[config.mk]
export PLATFORM = sky130hd
export DESIGN_NAME = pin_mux_top
export DESIGN_NICKNAME = d
export VERILOG_FILES = /design/src/logic/pin_mux_pkg.sv /design/src/logic/clock_divider.sv /design/src/logic/pin_mux_top.sv
export SDC_FILE = /design/constraint.sdc
export NUM_CORES = 1
export LEC_CHECK = 0
export ABC_CLOCK_PERIOD_IN_PS = 3600
export BUFFER_PORTS_ARGS = -buffer_cell sky130_fd_sc_hd__buf_2
export CORE_ASPECT_RATIO = 1.2
export CORE_UTILIZATION = 55
export CTS_CLUSTER_SIZE = 24
export DETAILED_ROUTE_END_ITERATION = 8
export PLACE_DENSITY_LB_ADDON = 0.08
export SYNTH_ARGS = -nofsm -noshare
export SYNTH_HDL_FRONTEND = slang
export SYNTH_SLANG_ARGS = --single-unit
[constraint.sdc]
create_clock -name clk -period 3.6 [get_ports clk]
set_clock_uncertainty 0.1 [all_clocks]
set_input_delay 0.9 -clock clk [delete_from_list [all_inputs] [get_ports clk]]
set_output_delay 0.9 -clock clk [all_outputs]
set_load 0.01 [all_outputs]
[src/logic/pin_mux_pkg.sv]
// Purpose: constants for the GPIO, interrupt and host/PCI pin mux
// Assumes: AHB-Lite register access, one 200 MHz clock
// Notes: shared by pin_mux_top and clock_divider
// Overview of operation
// Nonmaskable interrupt fires on rising input edge, never on level.
// After reset pins 7..4 are GPIO inputs, drivers off.
// Set enable bit 7..4 makes the pin an edge interrupt, input only.
// Each of four interrupt edges has its own polarity bit.
// GPIO role is bidirectional tri-state; interrupt role is input only.
// PCI mode: pins 15,14,12,9 become PCI reset, clock, grant, init select.
// PCI mode: pin 13 irq A out, pin 11 request out, pin 10 bidirectional.
// Pins 9..15 idle after reset until GPIO or PCI role chosen.
// Pin 3 resets as input, later programmable as bidirectional GPIO.
// Pin 0 defaults input; may be output GPIO or output interrupt.
// Pin 8 defaults to serial port 2 clock input; may become GPIO.
// Pin 2 defaults to core/6 clock out; reprogrammed, bidirectional GPIO.
// Pin 1 defaults to core/4 clock out; reprogrammed, bidirectional GPIO.
// PCI enable picks host port plus GPIO 15..9, or PCI.
// PCI enable with serial-2 strap decides further peripheral enables.
// Host mode drives host interrupt; PCI mode pin carries frame.
// Host drives two select inputs choosing control, address or data.
// Narrow host bus: halfword select marks first or second half.
// Host drives direction select; PCI mode pin is byte enable 2.
// Host mode drives host ready; PCI mode pin carries initiator ready.
// Data bit 5 low at reset selects 16-bit host port.
// Straps captured during reset, selection held until next reset.
`default_nettype none
package pin_mux_pkg;
  localparam int unsigned GPIO_W = 16;
  localparam int unsigned ADDR_W = 5;
  // Register byte offsets
  localparam logic [ADDR_W-1:0] OFS_FUNC = 5'h00;
  localparam logic [ADDR_W-1:0] OFS_DIR = 5'h04;
  localparam logic [ADDR_W-1:0] OFS_OUT = 5'h08;
  localparam logic [ADDR_W-1:0] OFS_IN = 5'h0c;
  localparam logic [ADDR_W-1:0] OFS_IRQEN = 5'h10;
  localparam logic [ADDR_W-1:0] OFS_POL = 5'h14;
  localparam logic [ADDR_W-1:0] OFS_STAT = 5'h18;
  // Function register fields
  localparam int unsigned FB_GP1 = 0;
  localparam int unsigned FB_GP2 = 1;
  localparam int unsigned FB_GP8 = 2;
  localparam int unsigned FB_GP3 = 3;
  localparam int unsigned FB_GP0LO = 4;
  localparam int unsigned FB_UPPER = 6;
  localparam int unsigned FUNC_W = 7;
  // Irq enable field sits at 7..4 of its register
  localparam int unsigned IRQEN_LSB = 4;
  localparam int unsigned IRQ_N = 4;
  localparam int unsigned IRQ_PIN0 = 4;
  // Status fields
  localparam int unsigned SB_PCI = 0;
  localparam int unsigned SB_NARROW = 1;
  localparam int unsigned SB_SER2 = 2;
  localparam int unsigned SB_EEPROM = 3;
  // Reset values
  localparam logic [FUNC_W-1:0] FUNC_RST = 7'h00;
  localparam logic [GPIO_W-1:0] DIR_RST = 16'h0000;
  // Clock output ratios
  localparam int unsigned DIV_QUARTER = 4;
  localparam int unsigned DIV_SIXTH = 6;
  // Pin 0 modes
  typedef enum logic [1:0] {GP0_IN, GP0_OUT, GP0_IRQ, GP0_RSV} gp0_mode_t;
  // AHB
  localparam logic [1:0] HTRANS_NONSEQ = 2'h2;
  localparam logic [1:0] HTRANS_SEQ = 2'h3;
  localparam logic [2:0] HSIZE_WORD = 3'h2;
endpackage : pin_mux_pkg
`default_nettype wire

[src/logic/clock_divider.sv]
// Purpose: square clock at core rate divided by an even ratio
// Assumes: DIV even and at least 2
// Notes: tick is the one-cycle enable on each output edge
`default_nettype none
module clock_divider #(
  parameter int unsigned DIV = 4
) (
  // Clock and reset
  input wire logic clk,
  input wire logic rst_n,
  // Divided output
  output logic tick,
  output logic clkDiv
);
  import pin_mux_pkg::*;
  localparam int unsigned CW = $clog2(DIV);
  localparam logic [CW-1:0] HALF_LAST = CW'(DIV / 2 - 1);

  typedef struct packed {
    logic [CW-1:0] cnt;
    logic lvl;
    logic tick;
  } div_state_t;

  div_state_t s, d;

  always_comb
  begin
    d = s;
    d.tick = 1'b0;
    if (s.cnt == HALF_LAST)
    begin
      d.cnt = '0;
      d.lvl = ~s.lvl;
      d.tick = 1'b1;
    end
    else
    begin
      d.cnt = s.cnt + CW'(1);
    end
  end

  always_ff @(posedge clk)
  begin
    if (!rst_n)
      s <= '0;
    else
      s <= d;
  end

  assign tick = s.tick;
  assign clkDiv = s.lvl;
endmodule : clock_divider
`default_nettype wire

[src/logic/pin_mux_top.sv]
// Purpose: pin function selection for reset, interrupt, GPIO and host/PCI pins
// Assumes: AHB-Lite slave, zero wait states, whole-word accesses
// Notes: strap levels are sampled every reset cycle, last one kept
`default_nettype none
module pin_mux_top (
  // Clock and reset
  input wire logic clk,
  input wire logic rst_n,
  // AHB-Lite slave
  input wire logic hsel,
  input wire logic [pin_mux_pkg::ADDR_W-1:0] haddr,
  input wire logic [1:0] htrans,
  input wire logic hwrite,
  input wire logic [2:0] hsize,
  input wire logic hready,
  input wire logic [31:0] hwdata,
  output logic [31:0] hrdata,
  output logic hreadyout,
  output logic hresp,
  // Straps
  input wire logic pciEnableStrap,
  input wire logic serial2_select_strap,
  input wire logic host_data_bit5_strap,
  // Interrupt pins and events to the core
  input wire logic nmiIn,
  output logic nmiIrq,
  output logic [pin_mux_pkg::IRQ_N-1:0] extIrq,
  // GPIO pins, enable low while driving
  input wire logic [pin_mux_pkg::GPIO_W-1:0] gpioIn,
  output logic [pin_mux_pkg::GPIO_W-1:0] gpioOut,
  output logic [pin_mux_pkg::GPIO_W-1:0] gpioOen_n,
  // Functions routed from the pins
  output logic serial2_ext_clock_in,
  output logic general_purpose_irq_out,
  output logic pci_reset_in,
  output logic pciClockIn,
  output logic pci_grant_in,
  output logic pci_init_dev_select,
  // PCI drives from the PCI core
  input wire logic pci_irq_a_out,
  input wire logic pciIrqAOen_n,
  input wire logic pci_request_out,
  input wire logic pciRequestOen_n,
  input wire logic pciCbe3Out,
  input wire logic pciCbe3Oen_n,
  output logic pci_cmd_byte_en3,
  // Host interrupt / frame pin
  input wire logic hostIrqIn,
  input wire logic pciFrameOut,
  input wire logic pciFrameOen_n,
  output logic hostIrqPinOut,
  output logic hostIrqPinOen_n,
  output logic pci_frame_line,
  // Host ready / initiator ready pin
  input wire logic hostReadyIn,
  input wire logic pciIrdyOut,
  input wire logic pciIrdyOen_n,
  output logic hostReadyPinOut,
  output logic hostReadyPinOen_n,
  output logic pci_initiator_ready_line,
  // Host control pins, forwarded in host mode
  input wire logic [3:0] hostCtlPin,
  output logic host_reg_select_hi,
  output logic host_reg_select_lo,
  output logic host_halfword_select,
  output logic host_dir_select,
  output logic pci_cmd_byte_en2,
  // Configuration seen by the rest of the chip
  output logic pciMode,
  output logic narrow_host_port_mode,
  output logic serial2Enable,
  output logic eepromEnable
);
  import pin_mux_pkg::*;

  typedef struct packed {
    logic pci;
    logic narrow;
    logic ser2;
    logic apSel;
    logic apWrite;
    logic [ADDR_W-1:0] apAddr;
    logic [31:0] rdata;
    logic [FUNC_W-1:0] func;
    logic [GPIO_W-1:0] dir;
    logic [GPIO_W-1:0] outv;
    logic [IRQ_N-1:0] irqEn;
    logic [IRQ_N-1:0] pol;
    logic [IRQ_N-1:0] irqPrev;
    logic [IRQ_N-1:0] irqPulse;
    logic nmiPrev;
    logic nmiPulse;
    logic [GPIO_W-1:0] pinOut;
    logic [GPIO_W-1:0] pinOen;
    logic [3:0] ctl;
    logic hostIrqO;
    logic hostIrqOe;
    logic hostRdyO;
    logic hostRdyOe;
  } mux_state_t;

  mux_state_t s, d;
  logic quarterTick, quarterClk, sixthTick, sixthClk;
  logic [31:0] regRead;
  gp0_mode_t gp0Mode;
  logic [IRQ_N-1:0] edgeHit;

  // ----------------------------------------------------------------
  // Clock outputs
  // ----------------------------------------------------------------
  clock_divider #(.DIV(DIV_QUARTER)) quarterDiv (
    .clk(clk),
    .rst_n(rst_n),
    .tick(quarterTick),
    .clkDiv(quarterClk)
  );

  clock_divider #(.DIV(DIV_SIXTH)) sixthDiv (
    .clk(clk),
    .rst_n(rst_n),
    .tick(sixthTick),
    .clkDiv(sixthClk)
  );

  // Register read mux, shared by bus read and nothing else
  function automatic logic [31:0] readReg(input mux_state_t st, input logic [ADDR_W-1:0] a,
                                          input logic [GPIO_W-1:0] pins);
    logic [31:0] r;
    r = 32'h0000_0000;
    unique case (a)
      OFS_FUNC: r[FUNC_W-1:0] = st.func;
      OFS_DIR: r[GPIO_W-1:0] = st.dir;
      OFS_OUT: r[GPIO_W-1:0] = st.outv;
      OFS_IN: r[GPIO_W-1:0] = pins;
      OFS_IRQEN: r[IRQEN_LSB +: IRQ_N] = st.irqEn;
      OFS_POL: r[IRQ_N-1:0] = st.pol;
      OFS_STAT:
      begin
        r[SB_PCI] = st.pci;
        r[SB_NARROW] = st.narrow;
        r[SB_SER2] = st.ser2;
        r[SB_EEPROM] = st.pci & ~st.ser2;
      end
      default: r = 32'h0000_0000;
    endcase
    return r;
  endfunction : readReg

  assign regRead = readReg(s, haddr, gpioIn);
  assign gp0Mode = gp0_mode_t'(s.func[FB_GP0LO +: 2]);
  // Edge per polarity bit: 1 rising, 0 falling
  assign edgeHit = (s.pol & gpioIn[IRQ_PIN0 +: IRQ_N] & ~s.irqPrev) |
                   (~s.pol & ~gpioIn[IRQ_PIN0 +: IRQ_N] & s.irqPrev);

  // ----------------------------------------------------------------
  // Next state
  // ----------------------------------------------------------------
  always_comb
  begin
    d = s;
    // Bus address phase
    d.apSel = hsel & hready & (htrans == HTRANS_NONSEQ || htrans == HTRANS_SEQ);
    d.apWrite = hwrite;
    d.apAddr = haddr;
    if (d.apSel && !hwrite)
      d.rdata = regRead;
    // Data phase write; hsize is not decoded, so narrow sizes write like whole words
    if (s.apSel && s.apWrite)
    begin
      unique case (s.apAddr)
        OFS_FUNC: d.func = hwdata[FUNC_W-1:0];
        OFS_DIR: d.dir = hwdata[GPIO_W-1:0];
        OFS_OUT: d.outv = hwdata[GPIO_W-1:0];
        OFS_IRQEN: d.irqEn = hwdata[IRQEN_LSB +: IRQ_N];
        OFS_POL: d.pol = hwdata[IRQ_N-1:0];
        default: d.func = s.func;
      endcase
    end
    // Edge detection
    d.nmiPrev = nmiIn;
    d.nmiPulse = nmiIn & ~s.nmiPrev;
    d.irqPrev = gpioIn[IRQ_PIN0 +: IRQ_N];
    d.irqPulse = edgeHit & s.irqEn;
    // Pin 0
    d.pinOut[0] = s.outv[0];
    d.pinOen[0] = (gp0Mode == GP0_IN) || (gp0Mode == GP0_RSV);
    // Pins 1, 2: divided clocks until handed to GPIO
    d.pinOut[1] = s.func[FB_GP1] ? s.outv[1] : quarterClk;
    d.pinOen[1] = s.func[FB_GP1] ? ~s.dir[1] : 1'b0;
    d.pinOut[2] = s.func[FB_GP2] ? s.outv[2] : sixthClk;
    d.pinOen[2] = s.func[FB_GP2] ? ~s.dir[2] : 1'b0;
    // Pin 3
    d.pinOut[3] = s.outv[3];
    d.pinOen[3] = s.func[FB_GP3] ? ~s.dir[3] : 1'b1;
    // Pins 4..7: interrupt role forces input
    for (int i = 0; i < IRQ_N; i++)
    begin
      d.pinOut[IRQ_PIN0 + i] = s.outv[IRQ_PIN0 + i];
      d.pinOen[IRQ_PIN0 + i] = s.irqEn[i] | ~s.dir[IRQ_PIN0 + i];
    end
    // Pin 8
    d.pinOut[8] = s.outv[8];
    d.pinOen[8] = s.func[FB_GP8] ? ~s.dir[8] : 1'b1;
    // Pins 9..15
    for (int i = 9; i < GPIO_W; i++)
    begin
      d.pinOut[i] = s.outv[i];
      d.pinOen[i] = (s.func[FB_UPPER] && !s.pci) ? ~s.dir[i] : 1'b1;
    end
    if (s.pci)
    begin
      d.pinOut[13] = pci_irq_a_out;
      d.pinOen[13] = pciIrqAOen_n;
      d.pinOut[11] = pci_request_out;
      d.pinOen[11] = pciRequestOen_n;
      d.pinOut[10] = pciCbe3Out;
      d.pinOen[10] = pciCbe3Oen_n;
    end
    // Host pins swap with PCI signals
    d.hostIrqO = s.pci ? pciFrameOut : hostIrqIn;
    d.hostIrqOe = s.pci ? pciFrameOen_n : 1'b0;
    d.hostRdyO = s.pci ? pciIrdyOut : hostReadyIn;
    d.hostRdyOe = s.pci ? pciIrdyOen_n : 1'b0;
    d.ctl = s.pci ? 4'h0 : hostCtlPin;
    // Straps caught while reset is held
    if (!rst_n)
    begin
      d = '0;
      d.pci = pciEnableStrap;
      d.narrow = ~host_data_bit5_strap;
      d.ser2 = serial2_select_strap;
      d.func = FUNC_RST;
      d.dir = DIR_RST;
      d.pinOen = '1;
      d.pinOen[1] = 1'b0;
      d.pinOen[2] = 1'b0;
      // Host mode drives from reset on; PCI mode releases
      d.hostIrqOe = pciEnableStrap;
      d.hostRdyOe = pciEnableStrap;
      // Level held through reset must not look like an edge
      d.nmiPrev = nmiIn;
      d.irqPrev = gpioIn[IRQ_PIN0 +: IRQ_N];
    end
  end

  // Straps are sampled even in reset, so no reset branch here
  always_ff @(posedge clk)
  begin
    s <= d;
  end

  // ----------------------------------------------------------------
  // Outputs
  // ----------------------------------------------------------------
  assign hrdata = s.rdata;
  assign hreadyout = 1'b1;
  assign hresp = 1'b0;
  assign nmiIrq = s.nmiPulse;
  assign extIrq = s.irqPulse;
  assign gpioOut = s.pinOut;
  assign gpioOen_n = s.pinOen;
  assign serial2_ext_clock_in = gpioIn[8] & ~s.func[FB_GP8];
  assign general_purpose_irq_out = s.outv[0] & (gp0Mode == GP0_IRQ);
  assign pci_reset_in = gpioIn[15] & s.pci;
  assign pciClockIn = gpioIn[14] & s.pci;
  assign pci_grant_in = gpioIn[12] & s.pci;
  assign pci_init_dev_select = gpioIn[9] & s.pci;
  assign pci_cmd_byte_en3 = gpioIn[10] & s.pci;
  assign hostIrqPinOut = s.hostIrqO;
  assign hostIrqPinOen_n = s.hostIrqOe;
  assign pci_frame_line = hostCtlPin[0] & s.pci;
  assign hostReadyPinOut = s.hostRdyO;
  assign hostReadyPinOen_n = s.hostRdyOe;
  assign pci_initiator_ready_line = hostCtlPin[1] & s.pci;
  assign host_reg_select_hi = s.ctl[3];
  assign host_reg_select_lo = s.ctl[2];
  assign host_halfword_select = s.ctl[1] & s.narrow;
  assign host_dir_select = s.ctl[0];
  assign pci_cmd_byte_en2 = hostCtlPin[0] & s.pci;
  assign pciMode = s.pci;
  assign narrow_host_port_mode = s.narrow;
  // Serial port 2 unless PCI took its pins for the EEPROM
  assign serial2Enable = ~s.pci | s.ser2;
  assign eepromEnable = s.pci & ~s.ser2;
endmodule : pin_mux_top
`default_nettype wire

---- Word level (Yosys, flattened, before mapping) ----
Cells that the tools add are included.
storage, ports and cells
  register bits ........................... 130
  bits of input ports ..................... 83
  output and inout bits ................... 93
  word-level logic and storage cells ...... 142
cells by class
  $add $sub $neg .......................... 2
  eq/ne operators ......................... 16
  multiplexer cells ....................... 18
  bitwise operators ....................... 51
  reduce and logical (&&, ||, !) cells .... 23
operators by type and width
  cell                                           number
  == test 5 bit, second input constant           5
  case mux 4 bit (6 select lines)                1
  case mux 8 bit (3 select lines)                1
  inverter 1 bit                                 23
  AND 4 bit                                      5
  AND reduction 2 bit                            10
  == test 5 x 4 -> 1 bit, second input constant  3
  case mux 3 bit (5 select lines)                1
  AND 1 bit                                      14
  inverter 4 bit                                 3
  two-way mux 1 bit                              11
  == test 5 x 3 -> 1 bit, second input constant  2
  zero test 5 bit                                2
  == test 2 bit, second input constant           4
  OR reduction 2 bit                             3
  OR 1 bit                                       5
  two-way mux 2 bit                              2
  OR 4 bit                                       1
  case mux 1 bit (4 select lines)                1
  adder 3 x 1 -> 3 bit, second input constant    1
  == test 3 x 2 -> 1 bit, second input constant  1
  logical AND 1 bit                              3
  two-way mux 3 bit                              1
  adder 2 x 1 -> 2 bit, second input constant    1
  4 further kinds                                6

---- Logic depth before layout (Yosys ltp) ----
Gate-level depths: netlist of the first run.
  depth after elaboration ................. 5
  mapped depth ............................ 6
  gate-level depth less buffers ........... 5

---- Modules after synthesis ----
From an unflattened synthesis of the first run, not the netlist that was laid out.
unflattened totals
  cells, all modules ...................... 579
  area, all modules ....................... 5570.3 µm²
modules (own cells, without submodules)
  module                       instances  cells each  area an instance (µm²)  sequential area each (µm²)
  pin_mux_top                  1          548         5221.3                  2492.4
  clock_divider at sixthDiv    1          18          205.2                   100.1
  clock_divider at quarterDiv  1          13          143.9                   80.1

---- Least setup slack after synthesis of the first run ----
Ideal clock, no wire load.
  path kind ............................... register to output
  start ................................... register s (netlist bit pciMode)
  end ..................................... output port pci_frame_line
  arrival time ............................ 1.291 ns
  data required time ...................... 2.600 ns
  setup slack ............................. 1.309 ns
  cell stages (with the launch flop) ...... 5
  path buffers ............................ 3
  cells stage by stage .................... edfxtp_1 -> clkbuf_1 -> clkbuf_1 -> and2_1 -> buf_4
between the ends
  cells in the longest elaborated chain, start to end .. 1
RTL lines
  what                    RTL line            RTL
  start, declared         pin_mux_top.sv:102  mux_state_t s, d;
  start signal, assigned  pin_mux_top.sv:249  s <= d;
  AND 1 bit               --
  end, declared           pin_mux_top.sv:53   output logic pci_frame_line,
No other way between the ends.

---- Worst setup path after layout of the first run ----
  start ................................... register s (netlist bit pciMode)
  end ..................................... output port eepromEnable
between the ends
  cells in the longest elaborated chain, start to end .. 1
RTL lines
  what           RTL line            RTL
  AND 1 bit      pin_mux_top.sv:284  assign eepromEnable = s.pci & ~s.ser2;
  end, declared  pin_mux_top.sv:72   output logic eepromEnable
No other way between the ends.

==> key figures, run 1 <==
Yosys
  • Yosys cell types: 46
  • Synth area leaders: dfxtp_1, mux2i_1, buf_4
  • Number of synthesized flops with an enable pin: 3
  • Synth warn: 0
  • Cell taking the most area after synthesis: dfxtp_1
  • Number of standard cells after synthesis: 574
  • Register bit total from synthesis: 130
  • Mapped cell area: 5468 sq um
  • Register area share after synthesis: 48.15%
  • Ys flop type: dfxtp_1
  • Syn Area/Cell: 9.526 sq um
  • Async SR Flop Fraction: 0%
  • Synth top area share: 46.50%

Timing
  • RSZ-0062 raised after global routing: false
  • Slew Viols, Final: 0
  • Worst hold slack: 0.2825 ns
  • Final Hold Viols: 0
  • Endpoints failing setup: 0
  • Max transition margin: 39.74%
  • Final Cycle Share: 72.60%
  • Clock period minus worst slack: 2.614 ns
  • Setup TNS Final: 0 ns
  • Max Freq: 382.6 MHz
  • Worst slew pin tran: 0.9006 ns

Floorplan
  • Die height: 111.2 microns
  • Core Rows: 39
  • Die ar.: 10,350 sq um
  • Initial Utilization: 56.88%
  • Core footprint: 9613 sq um
  • Die width: 93.02 microns
  • I/O pins: 176

Clocking
  • H-tree Lvls: 4
  • Max clock buf depth: 2
  • Clock slew at reported path FFs: 0.05 ns
  • # Post-CTS Setup Buffers: 0
  • Hold bufs inserted after CTS: 0
  • Clk_lat worst skew: 0.41 ns
  • Root buffer cell: clkbuf_16
  • PostCTS Resize Cnt: 0
  • # clock sinks: 130
  • TritonCTS buffer count: 17
  • CTS tree: built

Setup path
  • CP required: 2.60 ns
  • Max incr delay on CP: 0.76 ns
  • CP cell instances: nand2b_1 -> inv_1 -> buf_2
  • Slowest CP cell: edfxtp_1
  • FF-to-FF path depth: 4
  • CP Class: flip-flop to output port
  • CP arrival: 1.61 ns
  • Startpoint type of the worst setup path: flip-flop
  • Worst Setup End Kind: output port
  • CP max FO: 17

Drt
  • DRC: 0
  • Drt pass-1 iters: 4
  • Vias: 3,996
  • Final WL: 11,850 microns
  • Vias per cell: 5.097
  • Routed wire length per instance: 15.12 microns
  • Detail Route Antenna Nets: 0
  • Iteration-0 DRC Markers: 182

Global routing
  • GRT Util Overall: 24.15%
  • Initial antenna violation count: 0
  • Vias in the first global route: 3,860
  • Largest net degree at the start of global routing: 57
  • First-pass GRT wire length: 18,970 microns
  • Total gr overflow: 0

Finish
  • Sequential cell area: 2633 sq um
  • ANT cells: 0
  • Filler cells: 795
  • Footprint of the multi-input gates: 2170 sq um
  • Nets@finish: 735
  • Layout cells sized above 1: 27.84%
  • Layout area overhead: 15.49%

Pwr
  • Clock power share: 50.4%
  • Int Pwr: 2.744 mW
  • P per Cell Area: 552.8 nW/um^2
  • Static leakage: 2.863 nW
  • Sw Share: 21.39%
  • Sequential power share: 43.1%
  • Logic pwr share: 6.5%
  • PnR Total Power: 3.491 mW
  • Peak VDD IR: 0.3938 mV
  • Switch Pwr: 746.5 uW

Job
  • Max_cap viols: 0

Placement
  • Final HPWL DP: 7926 microns
  • I/O Buffers: 137
  • Placer Congestion: 0.7764

Status
  • Status: finished clean

Hold path
  • Hold Crit Class: flip-flop to flip-flop
  • Hold Crit Depth: 1
==> final timing paths <==
kind,to,slack (ns),startpoint
worst max register to register,hrdata[0],1.75,pciMode
worst min register to register,nmiIrq,0.28,s[41]
worst min-delay path,nmiIrq,0.28,s[41]
worst max-delay path,eepromEnable,0.99,pciMode
==> Yosys cell counts, types with 2 or more instances <==
master	n
and3b_1	2
o22ai_1	4
nand2_1	44
and2_1	27
buf_1	3
a21oi_1	5
nand2b_1	5
mux4_2	2
nor2_1	73
nand4_1	4
mux2_2	9
clkbuf_1	17
xnor2_1	2
nor3b_1	2
a31oi_1	9
conb_1	2
mux2i_1	56
inv_1	8
buf_4	74
ha_1	4
edfxtp_1	3
nand3_1	17
buf_2	6
a22oi_1	8
dfxtp_1	127
o21ai_1	2
nand3b_1	7
and3_1	5
o21ai_0	27
o32ai_1	3
nor2b_1	2
==> layout make-up <==
class / count / share of cell area, %
multi-input combinational: 349 / 34.36
inverter: 9 / 0.5350
sequential: 130 / 41.69
timing repair buffer: 141 / 11.33
clock buffer: 21 / 7.133
clock inverter: 11 / 2.516
tap: 123 / 2.437
==> per-layer routing <==
layer | up-vias | track usage [%] | routed length, microns
met5 | - | 0 | 0
met4 | 0 | 10.36 | 93
met3 | 11 | 6.036 | 648
met2 | 123 | 39.26 | 5910
met1 | 1872 | 30.13 | 5199
li1 | 1990 | - | -
==> registers in the layout (all words and copies together), names as in the netlist, 2 cells and up <==
register,flops
extIrq,4
quarterDiv.s,2
gp0Mode,2
hrdata,16
gpioOen_n,16
s,59
gpioOut,16
sixthDiv.s,3
==> cell families (layout without fill, tap and decap cells) <==
logic type | after synthesis | after routing | synth area share, %
AO/OA/AOI/OAI | 59 | 59 | 6.339
XOR/XNOR | 3 | 3 | 0.4806
adder cells (fa/ha/maj) | 4 | 4 | 0.9154
buffers and inverters | 111 | 182 | 13.27
flip-flops | 130 | 130 | 48.15
multiplexers | 67 | 67 | 12.93
other | 2 | 18 | 0.1374
AND/OR/NAND/NOR | 198 | 198 | 17.78
==> power groups by stage <==
stage	Sequential [mW]	Clock, mW	Combinational (mW)
after floorplan	1.53	0	0.160
after global placement	1.53	0	0.218
after detailed placement	1.53	0	0.224
after CTS	1.50	1.79	0.227
after global routing	1.51	1.87	0.252
final	1.50	1.76	0.226
==> placed cells by master (no fill, tap or decap), types with 9 or more instances in the layout <==
| cell type | n |
|---|---|
| nand3_1 | 17 |
| buf_2 | 137 |
| dfxtp_1 | 127 |
| mux2_2 | 9 |
| and2_1 | 27 |
| nor2_1 | 73 |
| nand2_1 | 44 |
| conb_1 | 18 |
| mux2i_1 | 56 |
| a31oi_1 | 9 |
| o21ai_0 | 27 |
| clkbuf_16 | 17 |
==> critical path: cells and delay by family, from the launching register on <==
family,cells,cell delay (ns)
flip-flops,1,0.76
buffers and inverters,2,0.22
AND/OR/NAND/NOR,1,0.21
==> through the flow <==
| step | utilization [%] | area (sq um) | setup WS, ns | std cells |
|---|---|---|---|---|
| 2_1_floorplan | - | 5528 | 1.309 | 590 |
| 3_3_place_gp | 59.35 | 5705 | 0.9573 | 752 |
| 3_5_place_dp | 59.35 | 5705 | 0.9144 | 752 |
| 4_1_cts | 65.69 | 6315 | 0.9425 | 784 |
| 5_1_grt | 65.69 | 6315 | 0.8251 | 784 |
| 6_report | 65.69 | 6315 | 0.9864 | 784 |
Power figures use the tool's default switching activity.
==> run 2, diff against run 1 <==
--- a/config.mk
+++ b/config.mk
@@ -5,10 +5,10 @@
 export SDC_FILE = /design/constraint.sdc
 export NUM_CORES = 1
 export LEC_CHECK = 0
-export ABC_CLOCK_PERIOD_IN_PS = 3600
+export ABC_CLOCK_PERIOD_IN_PS = 2200
 export BUFFER_PORTS_ARGS = -buffer_cell sky130_fd_sc_hd__buf_2
 export CORE_ASPECT_RATIO = 1.2
-export CORE_UTILIZATION = 55
+export CORE_UTILIZATION = 46
 export CTS_CLUSTER_SIZE = 24
 export DETAILED_ROUTE_END_ITERATION = 8
 export PLACE_DENSITY_LB_ADDON = 0.08
==> constraint.sdc (replaced) <==
create_clock -name clk -period 2.2 [get_ports clk]
set_clock_uncertainty 0.1 [all_clocks]
set_input_delay 0.55 -clock clk [delete_from_list [all_inputs] [get_ports clk]]
set_output_delay 0.55 -clock clk [all_outputs]
set_load 0.01 [all_outputs]
==> key figures, run 2 (synthesis gave the netlist of run 1 again) <==
Status
  • Status: finished clean

Setup path
  • FF-to-FF path depth: 4
  • CP required: 1.55 ns
  • FF-to-FF Start: s[129]
  • CP max FO: 13
  • Startpoint type of the worst setup path: flip-flop
  • Reg-to-reg slack, setup: 0.30 ns
  • Worst R2R End: s[69]
  • CP Class: flip-flop to output port
  • Worst Setup End Kind: output port
  • CP arrival: 1.40 ns

Floorplan
  • I/O pins: 176
  • Die width: 101.5 microns
  • Die height: 121.4 microns
  • Core Rows: 43
  • Initial Utilization: 47.27%
  • Core footprint: 11,570 sq um
  • Die ar.: 12,330 sq um

Clocking
  • # clock sinks: 130
  • Max clock buf depth: 2
  • H-tree Lvls: 4
  • PostCTS Resize Cnt: 0
  • Hold bufs inserted after CTS: 0
  • # Post-CTS Setup Buffers: 0
  • TritonCTS buffer count: 17
  • Clk_lat worst skew: 0.41 ns
  • CTS tree: built
  • Root buffer cell: clkbuf_16
  • Clock slew at reported path FFs: 0.06 ns

Placement
  • Final HPWL DP: 8607 microns
  • I/O Buffers: 137
  • Placer Congestion: 0.7619

Drt
  • Iteration-0 DRC Markers: 140
  • Detail Route Antenna Nets: 0
  • Vias per cell: 4.919
  • Final WL: 12,400 microns
  • Drt pass-1 iters: 4
  • Vias: 4,078
  • Routed wire length per instance: 14.96 microns
  • DRC: 0

Global routing
  • Largest net degree at the start of global routing: 61
  • First-pass GRT wire length: 19,650 microns
  • Initial antenna violation count: 0
  • GRT Util Overall: 21.37%
  • Vias in the first global route: 3,887
  • Total gr overflow: 0

Finish
  • Max reg flops: 59
  • Layout cells sized above 1: 29.46%
  • Most frequent cells in the layout: buf_2, dfxtp_1, nor2_1, mux2i_1, nand2_1
  • Nets@finish: 746
  • Layout area overhead: 18.24%
  • ANT cells: 0
  • Most common cell after layout, fill and taps aside: buf_2
  • Register bank with the most flops: s

Timing
  • Worst hold slack: 0.1625 ns
  • RSZ-0062 raised after global routing: false
  • Final Cycle Share: 93.19%
  • Final Hold Viols: 0
  • Worst slew pin tran: 1.047 ns
  • Clock period minus worst slack: 2.050 ns
  • Endpoints failing setup: 0
  • Max Freq: 487.8 MHz
  • Slew Viols, Final: 0
  • Setup TNS Final: 0 ns
  • Max transition margin: 29.92%

Job
  • Max_cap viols: 0

Hold path
  • Hold Path Sink: s[41]
  • Hold Crit Class: primary input to flip-flop
  • HP Start: nmiIn
  • Hold Crit Depth: 1

Pwr
  • Peak VDD IR: 0.5142 mV
  • Static leakage: 2.918 nW
  • PnR Total Power: 5.749 mW
  • P per Cell Area: 889.3 nW/um^2
run 2: cell count changes in the layout (fill, tap and decap cells not counted), sizes merged:
cell / previous run / this run
clkinvlp: 1 / 4
buf: 141 / 152
inv: 10 / 9
bufinv: 4 / 3
clkbuf: 21 / 19
clkinv: 5 / 6
run 2: worst max-delay path by stage:
| stage | startpoint | endpoint | slack [ns] | depth (start not counted) |
|---|---|---|---|---|
| final | pciMode | pci_frame_line | 0.15 | 3 |
| after global routing | pciMode | pci_cmd_byte_en2 | 0.03 | 3 |
| after CTS | pciMode | pci_frame_line | 0.11 | 3 |
| after detailed placement | haddr[3] | hrdata[11] | 0.14 | 4 |
| after global placement | hready | hrdata[2] | 0.15 | 5 |
| after floorplan | pciMode | pci_frame_line | 0.26 | 4 |
run 2: power by group:
group,total (mW),switching (mW),leakage (nW),internal [mW]
clock,2.91,1.03,0.296,1.87
combinational,0.388,0.225,1.56,0.163
sequential,2.45,0.0285,1.06,2.42
run 2: metrics by stage:
step	area (sq um)	utilization, %	setup WS, ns	std cells
2_1_floorplan	5528	-	0.2589	590
3_3_place_gp	5843	50.51	0.1510	797
3_5_place_dp	5843	50.51	0.1363	797
4_1_cts	6465	55.89	0.1120	829
5_1_grt	6465	55.89	0.02903	829
6_report	6465	55.89	0.1499	829
run 2: cell type report:
type / instances / area, sq um
fillers: 1084 / 5102
flip-flops and latches: 130 / 2633
multi-input cells: 349 / 2170
repair buffers: 152 / 810.8
clock buffers: 19 / 464.2
well taps: 157 / 196.4
clock inverters: 13 / 157.7
inverters: 9 / 33.78
run 2: worst max-delay path, stage by stage (launching register included):
cell	delay, ns
edfxtp_1	0.46
buf_4	0.24
and2_1	0.15
buf_2	0.14
run 2: routing by layer:
metal	GRT usage [%]	wire length, microns
met4	8.424	173
met5	0	0
met2	35.09	5999
met1	26.65	5500
met3	5.242	725
